<file path="config.mk">
export PLATFORM = sky130hd
export DESIGN_NAME = load_memory_instruction_unit
export DESIGN_NICKNAME = d
export VERILOG_FILES = /design/src/verilog/load_memory_pkg.sv /design/src/verilog/load_memory_instruction_unit.sv
export SDC_FILE = /design/constraint.sdc
export NUM_CORES = 1
export LEC_CHECK = 0
export CAP_MARGIN = 5
export CORE_MARGIN = 1.5
export CORE_UTILIZATION = 49
export DETAILED_ROUTE_END_ITERATION = 8
export DONT_BUFFER_PORTS = 1
export PLACE_DENSITY = 0.66
export SETUP_SLACK_MARGIN = 0.5
export SLEW_MARGIN = 10
export SYNTH_ARGS = -nofsm -noshare
export SYNTH_HDL_FRONTEND = slang
export SYNTH_SLANG_ARGS = --single-unit
</file>
<file path="constraint.sdc">
create_clock -name sys_clk -period 4.3 [get_ports sys_clk]
set_clock_uncertainty 0.1 [all_clocks]
set_input_delay 0.43 -clock sys_clk [delete_from_list [all_inputs] [get_ports sys_clk]]
set_output_delay 0.43 -clock sys_clk [all_outputs]
set_load 0.005 [all_outputs]
</file>
<file path="src/verilog/load_memory_pkg.sv">
// Package: opcodes, field positions and timing of the load memory instruction unit
package load_memory_pkg;
  // ------------------------------------------------------------------
  // Opcodes
  // ------------------------------------------------------------------
  localparam logic [7:0] OP_INDEX_LOAD   = 8'h87;
  localparam logic [7:0] OP_INDEX_STORE  = 8'h97;
  localparam logic [7:0] OP_IND_IMM      = 8'hD6;
  localparam logic [7:0] OP_BIT_LOAD     = 8'h47;
  localparam logic [7:0] OP_MEM_LOAD     = 8'hC3;
  localparam logic [7:0] OP_MEM_STORE    = 8'hD3;
  localparam logic [7:0] OP_SHORT_LOAD   = 8'hE7;
  localparam logic [7:0] OP_SHORT_STORE  = 8'hF7;
  localparam logic [7:0] OP_LONG_LOAD    = 8'hA7;
  localparam logic [7:0] OP_LONG_STORE   = 8'hB7;
  localparam logic [7:0] OP_LOAD_POSTDEC = 8'hE2;
  localparam logic [7:0] OP_LOAD_POSTINC = 8'hE3;
  localparam logic [7:0] OP_STORE_PREDEC = 8'hF2;
  // ------------------------------------------------------------------
  // Field layout and special values
  // ------------------------------------------------------------------
  localparam logic [3:0] DIRECT_PROGRAM  = 4'h0;
  localparam logic [3:0] DIRECT_DATA     = 4'h1;
  localparam logic [3:0] WORK_BANK       = 4'hC;  // Working registers sit at 0xC0..0xCF
  localparam int         BIT_DIR_POS     = 0;
  localparam int         BIT_NUM_LSB     = 1;
  localparam int         BIT_REG_LSB     = 4;
  // ------------------------------------------------------------------
  // Instruction cycle counts
  // ------------------------------------------------------------------
  localparam logic [4:0] CYC_SHORT       = 5'h06;
  localparam logic [4:0] CYC_INDIRECT    = 5'h0A;
  localparam logic [4:0] CYC_DISP_SHORT  = 5'h0C;
  localparam logic [4:0] CYC_DISP_LONG   = 5'h0E;
  localparam logic [4:0] CYC_PREDEC      = 5'h0E;

  // Instruction bytes as handed over by the fetch stage
  typedef struct packed {
    logic [7:0] opcode;
    logic [7:0] byte1;
    logic [7:0] byte2;
    logic [7:0] byte3;
  } instr_s;

  // One access to the register file
  typedef struct packed {
    logic       we;
    logic [7:0] addr;
    logic [7:0] data;
  } reg_write_s;

  // One access to program or data memory
  typedef struct packed {
    logic        req;
    logic        we;
    logic        data_space;
    logic [15:0] addr;
    logic [7:0]  wdata;
  } mem_req_s;
endpackage : load_memory_pkg

</file>
<file path="src/verilog/load_memory_instruction_unit.sv">
// Execution of byte, bit and memory load instructions of an 8-bit core
`timescale 1ns/1ps
`default_nettype none

// Function
// - Indexed load/store adds index to offset
// - D6 writes immediate through register pointer
// - Bit load copies one bit, 6 cycles
// - Byte two: register, bit number, direction
// - Bit load changes only target bit
// - Even pair program memory, odd data memory
// - C3 load, D3 store, 10 cycles
// - E7/F7 add one-byte displacement, 12 cycles
// - A7/B7 add two-byte displacement, 14 cycles
// - Nibble 0000/0001 selects direct absolute address
// - Data memory spans full 16-bit space
// - Masked ROM parts refuse memory transfers
// - E2 loads then decrements pointer pair
// - E3 loads then increments pointer pair
// - Pre-decrement updates pointer before the access
module load_memory_instruction_unit #(
  parameter bit MASKED_ROM = 1'b0
) (
  input  wire logic                         sys_clk,
  input  wire logic                         srst,
  input  wire logic                         start,
  input  wire load_memory_pkg::instr_s      instr,
  input  wire logic [7:0]                   reg_rdata_a,
  input  wire logic [7:0]                   reg_rdata_b,
  input  wire logic [7:0]                   reg_rdata_c,
  input  wire logic [7:0]                   mem_rdata,
  output logic [7:0]                        reg_raddr_a,
  output logic [7:0]                        reg_raddr_b,
  output logic [7:0]                        reg_raddr_c,
  output load_memory_pkg::reg_write_s       reg_wr,
  output load_memory_pkg::reg_write_s       ptr_wr,
  output load_memory_pkg::mem_req_s         mem,
  output logic                              busy,
  output logic                              done,
  output logic                              illegal
);
  // ------------------------------------------------------------------
  // Sequencer
  // ------------------------------------------------------------------
  typedef enum logic [1:0] {IDLE, FETCH, EXEC, WAIT} state_e;

  state_e                    state;
  state_e                    next_state;
  load_memory_pkg::instr_s   ir;
  logic [4:0]                cycles;
  logic [4:0]                next_cycles;

  // Decode of the latched instruction
  wire logic [3:0] op_hi     = ir.byte1[7:4];
  wire logic [3:0] op_lo     = ir.byte1[3:0];
  wire logic is_idx_ld  = ir.opcode == load_memory_pkg::OP_INDEX_LOAD;
  wire logic is_idx_st  = ir.opcode == load_memory_pkg::OP_INDEX_STORE;
  wire logic is_ind_imm = ir.opcode == load_memory_pkg::OP_IND_IMM;
  wire logic is_bit     = ir.opcode == load_memory_pkg::OP_BIT_LOAD;
  wire logic is_ind_ld  = ir.opcode == load_memory_pkg::OP_MEM_LOAD;
  wire logic is_ind_st  = ir.opcode == load_memory_pkg::OP_MEM_STORE;
  wire logic is_xs_ld   = ir.opcode == load_memory_pkg::OP_SHORT_LOAD;
  wire logic is_xs_st   = ir.opcode == load_memory_pkg::OP_SHORT_STORE;
  wire logic is_xl_ld   = ir.opcode == load_memory_pkg::OP_LONG_LOAD;
  wire logic is_xl_st   = ir.opcode == load_memory_pkg::OP_LONG_STORE;
  wire logic is_pdec    = ir.opcode == load_memory_pkg::OP_LOAD_POSTDEC;
  wire logic is_pinc    = ir.opcode == load_memory_pkg::OP_LOAD_POSTINC;
  wire logic is_prdec   = ir.opcode == load_memory_pkg::OP_STORE_PREDEC;
  // Direct form shares A7/B7; pair nibbles 0 and 1 never name a long pointer
  wire logic is_long    = is_xl_ld | is_xl_st;
  wire logic is_direct  = is_long & (op_lo == load_memory_pkg::DIRECT_PROGRAM
                                   | op_lo == load_memory_pkg::DIRECT_DATA);
  wire logic is_memop   = is_ind_ld | is_ind_st | is_xs_ld | is_xs_st | is_long
                        | is_pdec | is_pinc | is_prdec;
  wire logic is_regop   = is_idx_ld | is_idx_st | is_ind_imm | is_bit;
  wire logic refused    = is_memop & MASKED_ROM;
  wire logic mem_store  = is_ind_st | is_xs_st | is_xl_st | is_prdec;

  // Register read addresses: a = working register (register named by byte two for D6), b/c = pointer pair or operand
  wire logic [7:0] work_reg  = {load_memory_pkg::WORK_BANK, op_hi};
  wire logic [7:0] pair_even = {load_memory_pkg::WORK_BANK, op_lo[3:1], 1'b0};
  wire logic [7:0] pair_odd  = {load_memory_pkg::WORK_BANK, op_lo[3:1], 1'b1};
  wire logic [7:0] idx_reg   = {load_memory_pkg::WORK_BANK, op_lo};
  // Byte two names the working register; byte three is the full register address
  wire logic [7:0] bit_reg   = ir.byte2;
  wire logic [2:0] bit_num   = ir.byte1[load_memory_pkg::BIT_NUM_LSB +: 3];
  wire logic       bit_store = ir.byte1[load_memory_pkg::BIT_DIR_POS];
  wire logic [7:0] bit_work  = {load_memory_pkg::WORK_BANK,
                                ir.byte1[load_memory_pkg::BIT_REG_LSB +: 4]};
  wire logic [7:0] next_raddr_a = is_bit ? bit_work : (is_ind_imm ? ir.byte1 : work_reg);
  wire logic [7:0] next_raddr_b = is_bit ? bit_reg : (is_regop ? idx_reg : pair_even);
  wire logic [7:0] next_raddr_c = pair_odd;

  // Pointer pair and address arithmetic, carry runs across all 16 bits
  wire logic [15:0] ptr      = {reg_rdata_b, reg_rdata_c};
  wire logic [15:0] ptr_inc  = ptr + 16'h0001;
  wire logic [15:0] ptr_dec  = ptr - 16'h0001;
  wire logic [15:0] xs_addr  = ptr + {8'h00, ir.byte2};
  wire logic [15:0] xl_addr  = ptr + {ir.byte3, ir.byte2};
  wire logic [15:0] da_addr  = {ir.byte3, ir.byte2};
  wire logic [15:0] mem_addr = is_direct ? da_addr
                             : is_long ? xl_addr
                             : (is_xs_ld | is_xs_st) ? xs_addr
                             : is_prdec ? ptr_dec
                             : ptr;
  // Even pair selects program memory, odd selects data memory
  wire logic data_space = op_lo[0];

  // Register-side results
  wire logic [7:0] idx_addr  = ir.byte2 + reg_rdata_b;
  wire logic [7:0] bit_ld    = {reg_rdata_a[7:1], reg_rdata_b[bit_num]};
  logic [7:0] bit_st;
  always_comb begin
    bit_st          = reg_rdata_b;
    bit_st[bit_num] = reg_rdata_a[0];
  end

  // Total cycles of each instruction
  wire logic [4:0] instr_cycles =
      (is_ind_ld | is_ind_st | is_pdec | is_pinc) ? load_memory_pkg::CYC_INDIRECT
    : (is_xs_ld | is_xs_st)                      ? load_memory_pkg::CYC_DISP_SHORT
    : is_long                                    ? load_memory_pkg::CYC_DISP_LONG
    : is_prdec                                   ? load_memory_pkg::CYC_PREDEC
    : load_memory_pkg::CYC_SHORT;

  // ------------------------------------------------------------------
  // Next state
  // ------------------------------------------------------------------
  always_comb begin
    next_state  = state;
    next_cycles = cycles;
    case (state)
      IDLE: begin
        if (start) begin
          next_state = FETCH;
        end
      end
      FETCH: begin
        next_state  = EXEC;
        next_cycles = instr_cycles - 5'h03;  // IDLE->FETCH->EXEC->WAIT spend three edges
      end
      EXEC: begin
        next_state = (is_memop | is_regop) & !refused ? WAIT : IDLE;
      end
      WAIT: begin
        next_cycles = cycles - 5'h01;
        if (cycles == 5'h01) begin
          next_state = IDLE;
        end
      end
      default: next_state = IDLE;
    endcase
  end

  // Latch the instruction and step the sequencer
  always_ff @(posedge sys_clk) begin
    if (srst) begin
      state  <= IDLE;
      cycles <= 5'h00;
      ir     <= '0;
    end else begin
      state  <= next_state;
      cycles <= next_cycles;
      if (state == IDLE && start) begin
        ir <= instr;
      end
    end
  end

  // Read addresses are registered so each output comes from a flop
  always_ff @(posedge sys_clk) begin
    if (srst) begin
      reg_raddr_a <= 8'h00;
      reg_raddr_b <= 8'h00;
      reg_raddr_c <= 8'h00;
    end else if (state == FETCH) begin
      reg_raddr_a <= next_raddr_a;
      reg_raddr_b <= next_raddr_b;
      reg_raddr_c <= next_raddr_c;
    end else if ((state == EXEC) & is_idx_ld) begin
      // Indexed source is known only once the index register has been read
      reg_raddr_c <= idx_addr;
    end
  end

  // ------------------------------------------------------------------
  // Execute: one register write, two pointer byte writes, one memory access
  // ------------------------------------------------------------------
  wire logic exec_ok = (state == EXEC) & !refused;
  wire logic exec_mem = exec_ok & is_memop;

  // Memory data is taken in the cycle the request stands; load lands in WAIT
  logic load_pending;
  logic idx_pending;
  always_ff @(posedge sys_clk) begin
    if (srst) begin
      mem          <= '0;
      load_pending <= 1'b0;
      idx_pending  <= 1'b0;
    end else begin
      idx_pending    <= (state == EXEC) & is_idx_ld;
      mem.req        <= exec_mem;
      mem.we         <= exec_mem & mem_store;
      mem.data_space <= data_space;
      mem.addr       <= mem_addr;
      mem.wdata      <= reg_rdata_a;
      load_pending   <= exec_mem & !mem_store;
    end
  end

  // Register writes: register operations in EXEC, indexed load one cycle later, memory loads once data is back
  always_ff @(posedge sys_clk) begin
    if (srst) begin
      reg_wr <= '0;
    end else if (load_pending) begin
      reg_wr <= '{we: 1'b1, addr: work_reg, data: mem_rdata};
    end else if (idx_pending) begin
      reg_wr <= '{we: 1'b1, addr: work_reg, data: reg_rdata_c};
    end else if (exec_ok & is_idx_st) begin
      reg_wr <= '{we: 1'b1, addr: idx_addr, data: reg_rdata_a};
    end else if (exec_ok & is_ind_imm) begin
      reg_wr <= '{we: 1'b1, addr: reg_rdata_a, data: ir.byte2};
    end else if (exec_ok & is_bit) begin
      reg_wr <= bit_store ? '{we: 1'b1, addr: bit_reg, data: bit_st}
                          : '{we: 1'b1, addr: bit_work, data: bit_ld};
    end else begin
      reg_wr.we <= 1'b0;
    end
  end

  // Pointer pair update: high byte first, low byte one cycle later on the same port.
  // A reader of the pair in between would see it half updated.
  wire logic ptr_upd = exec_mem & (is_pdec | is_pinc | is_prdec);
  wire logic [15:0] ptr_new = is_pinc ? ptr_inc : ptr_dec;
  logic [7:0] ptr_low_pending;
  logic       ptr_low_due;
  always_ff @(posedge sys_clk) begin
    if (srst) begin
      ptr_wr          <= '0;
      ptr_low_pending <= 8'h00;
      ptr_low_due     <= 1'b0;
    end else begin
      ptr_low_pending <= ptr_new[7:0];
      ptr_low_due     <= ptr_upd;
      if (ptr_upd) begin
        ptr_wr <= '{we: 1'b1, addr: pair_even, data: ptr_new[15:8]};
      end else if (ptr_low_due) begin
        ptr_wr <= '{we: 1'b1, addr: pair_odd, data: ptr_low_pending};
      end else begin
        ptr_wr.we <= 1'b0;
      end
    end
  end

  // Status flags
  always_ff @(posedge sys_clk) begin
    if (srst) begin
      busy    <= 1'b0;
      done    <= 1'b0;
      illegal <= 1'b0;
    end else begin
      busy    <= next_state != IDLE;
      done    <= (state == WAIT && cycles == 5'h01)
               | (state == EXEC && next_state == IDLE);
      illegal <= (state == EXEC) & (refused | !(is_memop | is_regop));
    end
  end
endmodule : load_memory_instruction_unit

`default_nettype wire

</file>
; ---- Yosys cells after proc, flatten, opt, wreduce, memory -nomap -nowiden
; Index checks and enable logic that the tools add are counted.
[totals]
ff_bits = 136
inputBits = 67
out_inout_bits = 88
wordCells = 142
[op_classes]
add_sub_neg = 7
order_cmp = 2
n_eq_ne = 18
n_mux = 35
bitwise_logic = 32
reduce_logical = 18
[op_table]
columns = op, n
row1 = 2-to-1 mux 16 bit, 8
row2 = == test 8 bit (second input constant), 12
row3 = 2-to-1 mux 17 bit, 5
row4 = 2-to-1 mux 8 bit, 5
row5 = bitwise OR 1 bit, 22
row6 = adder 16 x 1 -> 16 bit (second input constant), 1
row7 = adder 16 bit, 1
row8 = adder 16 x 8 -> 16 bit, 1
row9 = 2-to-1 mux 4 bit, 4
row10 = subtractor 16 x 1 -> 16 bit (second input constant), 1
row11 = AND 1 bit, 10
row12 = one-hot mux 5 bit (2 select lines), 1
row13 = adder 8 bit, 1
row14 = bitwise mux 8 bit, 1
row15 = == test 8 x 7 -> 1 bit (second input constant), 1
row16 = one-hot mux 2 bit (4 select lines), 1
row17 = nonzero test 2 bit, 4
row18 = 2-to-1 mux 2 bit, 3
row19 = == test 5 x 1 -> 1 bit (second input constant), 1
row20 = 2-to-1 mux 1 bit, 5
row21 = nonzero test 5 bit, 1
row22 = subtractor 4 x 2 -> 5 bit (second input constant), 1
row23 = subtractor 5 x 1 -> 5 bit (second input constant), 1
row24 = == test 2 bit (second input constant), 2
row25 = other kinds (13), 19

; ---- Logic depth before layout (Yosys ltp)
[logic_depth]
depth_word = 14
mapped_depth = 10
mapped_depth_nobuf = 10

; ---- Worst setup path after synthesis
; OpenSTA, ideal clock, no wires.
[synth_path]
kind = input to register
start = in reg_rdata_c[0]
end = reg ptr_wr[3] (netlist name)
setup_time_ns = 0.103
arrival_time_ns = 2.460
required_time_ns = 4.097
slack_ns = 1.637
path_stages = 9
path_buffers = 2
path_cell_list = buf_2 -> or3_4 -> or3_1 -> buf_6 -> or3_4 -> or3_1 -> o21ai_0 -> nor3_1 -> a2111oi_2
[synth_via]
elab_chain_cells = 3
elab_cells_between_ends = 4
cone_classes = add/sub: 2 / mux: 2
[synth_rtl]
columns = item, line_no
row1 = from (decl), load_memory_instruction_unit.sv:30  ; input wire logic [7:0] reg_rdata_c,
row2 = subtractor 16 x 1 -> 16 bit / adder 16 x 1 -> 16 bit (equally long branches), "load_memory_instruction_unit.sv:97, load_memory_instruction_unit.sv:96"
row3 = 2-to-1 mux 16 bit *, load_memory_instruction_unit.sv:234  ; wire logic [15:0] ptr_new = is_pinc ? ptr_inc : ptr_dec;
row4 = 2-to-1 mux 17 bit *, load_memory_instruction_unit.sv:245  ; if (ptr_upd) begin
row5 = to (signal assigned), load_memory_instruction_unit.sv:246  ; ptr_wr <= '{we: 1'b1, addr: pair_even, data: ptr_new[15:8]};
row6 = to (signal assigned), load_memory_instruction_unit.sv:248  ; ptr_wr <= '{we: 1'b1, addr: pair_odd, data: ptr_low_pending};
row7 = to (decl), load_memory_instruction_unit.sv:36  ; output load_memory_pkg::reg_write_s ptr_wr,
; Every way passes the cells marked *; elsewhere a longest branch is shown, timed or not.
; A chain may end at the register's enable or synchronous reset.

; ---- Final worst setup path
[layout_path]
start = reg ir[29] (netlist name)
end = reg reg_wr[3] (netlist name)
[layout_via]
elab_chain_cells = 6
elab_cells_between_ends = 11
cone_classes = eq/ne: 3 / mux: 4 / bitwise: 3 / reduce/logical: 1
[layout_rtl]
columns = item, line_no
row1 = from (decl), load_memory_instruction_unit.sv:49  ; load_memory_pkg::instr_s ir;
row2 = from (signal assigned), load_memory_instruction_unit.sv:165  ; ir <= instr;
row3 = == test 8 bit, load_memory_instruction_unit.sv:58  ; wire logic is_ind_imm = ir.opcode == load_memory_pkg::OP_IND_IMM;
row4 = AND 1 bit, load_memory_instruction_unit.sv:221  ; end else if (exec_ok & is_ind_imm) begin
row5 = 2-to-1 mux 17 bit, load_memory_instruction_unit.sv:221
row6 = 2-to-1 mux 17 bit, load_memory_instruction_unit.sv:219  ; end else if (exec_ok & is_idx_st) begin
row7 = 2-to-1 mux 17 bit, load_memory_instruction_unit.sv:217  ; end else if (idx_pending) begin
row8 = 2-to-1 mux 17 bit, load_memory_instruction_unit.sv:215  ; end else if (load_pending) begin
row9 = to (signal assigned), load_memory_instruction_unit.sv:216  ; reg_wr <= '{we: 1'b1, addr: work_reg, data: mem_rdata};
row10 = to (signal assigned), load_memory_instruction_unit.sv:218  ; reg_wr <= '{we: 1'b1, addr: work_reg, data: reg_rdata_c};
row11 = to (signal assigned), load_memory_instruction_unit.sv:220  ; reg_wr <= '{we: 1'b1, addr: idx_addr, data: reg_rdata_a};
row12 = to (decl), load_memory_instruction_unit.sv:35  ; output load_memory_pkg::reg_write_s reg_wr,
; Parallel ways exist; a longest one is shown, timed or not.

==> results.tsv <==
stage	metric	value	unit
placed_design	dp_hpwl	17100	µm
sta	worst_slew_pin_slew	1.18	ns
placed_design	routabilityCongestion	0.912	
sta	rsz0062_at_grt	no	
cells_and_area	largest_reg_flops	27	
setup_path	crit_path_max_incr_delay	0.67	ns
logic_synthesis	syn-instance-count	1019	
route	wire_per_inst	20.9	µm
hold_path	hold_path.startpoint	mem_rdata[1]	
logic_synthesis	synth.avg_cell_area	7.69	µm²
setup_path	critPathBufInv	0	
clock_network	cts_num_sinks	135	
cells_and_area	drive_above_1_share	0.0640	
logic_synthesis	synthSimpleGateAreaFrac	0.255	
clock_network	cts_tree	built	
grt	grt_pass1_wl	38300	µm
sta	max_freq	319	MHz
setup_path	r2r-start	ir[29]	
logic_synthesis	synth_top_family_by_area	simple AND/OR/NAND/NOR gates	
logic_synthesis	synth_compound_area_frac	0.219	
run_status	outcome	complete, no violations	
setup_path	required	4.48	ns
clock_network	clk_path_buf_depth	2	
power	power_leakage	3.15	nW
setup_path	worstPathCellList	nor4bb_1 > nand2_1 > nor2_1 > o21ai_0 > a2111oi_0 > nor4_1	
sta	setup-violations-final	0	
clock_network	worstSkewPairLatency	0.43	ns
job	max_cap_violations	0	
logic_synthesis	synthArstFlopShare	0	
logic_synthesis	synth_xor_area_frac	0.0402	
logic_synthesis	synth_fa_ha_area_frac	0.0466	
setup_path	slowest_stage	nor4bb_1	
floorplan	die_w	129	µm
sta	relSlewSlack	0.209	
cells_and_area	fillers	1586	
route	vias	7465	
cells_and_area	top_regs	mem (27), reg_wr (17), ptr_wr (14)	
logic_synthesis	synth_mux_area_frac	0.0418	
hold_path	hp-class	input pin to flip-flop	
setup_path	worstSetupEndpointType	flip-flop	
setup_path	r2r_slack	1.16	ns
cells_and_area	fin_nets	1066	
clock_network	ctsResizeCount	0	
clock_network	cts_buffers	17	
logic_synthesis	synth_most_common_cell	nand2_1	
sta	finalHoldViolations	0	
setup_path	path_max_fanout	13	
logic_synthesis	synth_area_leaders	dfxtp_1 34%, nand2_1 7.3%, a21oi_1 6.7%	
hold_path	min_to	reg_wr[1]	
logic_synthesis	ys_ff_latch	135	
setup_path	timing.rr.end	reg_wr[3]	
hold_path	holdPathStages	2	
route	drt-initial-drc-count	718	
sta	final.setup.tns	0	ns
logic_synthesis	ys_top_cells_by_count	152 x nand2_1, 135 x dfxtp_1, 105 x a21oi_1, 87 x nor2_1, 70 x clkbuf_1	
cells_and_area	syn2layout_area_growth	9.04	%
logic_synthesis	yosysTopAreaCell	dfxtp_1	
cells_and_area	regMostFlops	mem	
logic_synthesis	synth_area	0.00784	mm²
route	routed_wl	25100	µm
grt	grt_max_degree	107	
logic_synthesis	synth_seq_area_share	0.345	
sta	min_period	3.14	ns
setup_path	worst_r2r_path_depth	6	
cells_and_area	multiInputGateArea	0.00474	mm²
grt	grt-ovfl-total	0	
grt	grt_antenna_before_repair	0	
power	peakVddDrop	0.284	mV
grt	track_usage	0.302	
placed_design	dp_slack	1.30	ns
sta	setup_ws	1.16	ns
logic_synthesis	ys.flop_type	dfxtp_1	
route	drc	0	
clock_network	cts_root_buf	clkbuf_16	
logic_synthesis	synth_edf_count	0	
cells_and_area	regArea	0.00270	mm²
setup_path	worst_ep_arrival_time	3.32	ns
placed_design	place_inst	1164	
route	ant_nets	0	
floorplan	core	0.0158	mm²
logic_synthesis	synth.top_cell.area_share	0.345	
sta	fin_crit_sh	0.729	
floorplan	start_util	0.497	
grt	grt_pass1_vias	6728	
route	first_pass_iters	6	
setup_path	start_kind	flip-flop	
setup_path	path_class	flip-flop to flip-flop	
route	vias_per_cell	6.22	
power	powerDensity	391	mW/mm²
setup_path	crit_family	simple AND/OR/NAND/NOR gates	
floorplan	row_count	46	
floorplan	dieArea	0.0168	mm²
logic_synthesis	ys_types	68	
floorplan	pin_count	155	
logic_synthesis	synth_warnings	0	
floorplan	die_y	129	µm
sta	slew_viol_final	0	
cells_and_area	fin_cells	1201	
placed_design	port_buffers	0	
clock_network	path_clk_slew	0.06	ns
clock_network	ctsHtreeMaxLevel	4	
[how the worst max path moves through the flow]
stage / startpoint / end / slack, ns / cells past startpoint
2_1_floorplan: reg_rdata_c[0] / ptr_wr[3] / 1.64 / 9
3_3_place_gp: ir[29] / reg_wr[3] / 1.40 / 6
3_5_place_dp: ir[29] / reg_wr[3] / 1.30 / 6
4_1_cts: ir[29] / reg_wr[3] / 1.25 / 6
5_1_grt: ir[29] / reg_wr[3] / 0.87 / 6
6_report: ir[29] / reg_wr[3] / 1.16 / 6
[worst reg2reg max path: stages (launching register included)]
cell and delay (ns):
dfxtp_1 0.43, nor4bb_1 0.67, nand2_1 0.23, nor2_1 0.64, o21ai_0 0.32, a2111oi_0 0.49, nor4_1 0.10
[per-stage QoR]
| stage | hold WS [ns] | utilization | cell area (µm²) | power (W) |
|---|---|---|---|---|
| global route | 0.0136 | 0.542 | 8540 | 0.00346 |
| finish | 0.0219 | 0.542 | 8540 | 0.00334 |
| detailed placement | 0.359 | 0.497 | 7850 | 0.00175 |
| floorplan | 0.348 | - | 7840 | 0.00169 |
| CTS | 0.0105 | 0.542 | 8540 | 0.00334 |
| global placement | 0.353 | 0.497 | 7850 | 0.00174 |
[logic make-up after synthesis]
| family | Yosys count |
|---|---|
| AOI/OAI and AO/OA | 272 |
| adders and majority gates | 28 |
| xor gates and xnor gates | 36 |
| DFF | 135 |
| and+or+nand+nor | 417 |
| buffers and inverters | 99 |
| other | 1 |
| muxes | 31 |
[per-layer routing]
| metal | share of wire | global-route usage |
|---|---|---|
| met5 | 0 | 0 |
| met4 | 0.023 | 0.101 |
| met3 | 0.099 | 0.0859 |
| met2 | 0.42 | 0.439 |
| met1 | 0.46 | 0.427 |
[cells in the final DEF, fill, tap and decap left out, drive strengths merged, types with 15 or more instances in the layout]
master,n
nand2,152
dfxtp,135
nor2,87
o211ai,15
ha,26
a21oi,105
nand3,34
clkbuf,18
nor3,34
inv,21
xnor2,20
o21ai,44
mux2i,26
a31oi,17
xor2,16
nor2b,19
[repair_timing]
item | CTS | global route
buffers inserted | 0 | 0
endpoints found under the hold margin | 106 | 0
hold buffers | 4 | 0
[power breakdown]
group,internal (W),total [W],switching (W)
Sequential,0.00131,0.00138,0.0000773
Combinational,0.000153,0.000370,0.000218
Clock,0.000990,0.00159,0.000601
[area by class of cell]
class | instances | share of cell area
antenna | 1 | 0.000293
clock inverter | 14 | 0.0233
multi-input combinational | 786 | 0.555
clock buffer | 18 | 0.0514
tap | 216 | 0.0316
timing repair buffer | 12 | 0.0138
sequential | 135 | 0.316
inverter | 19 | 0.00835
(Power assumes the default switching activity.)
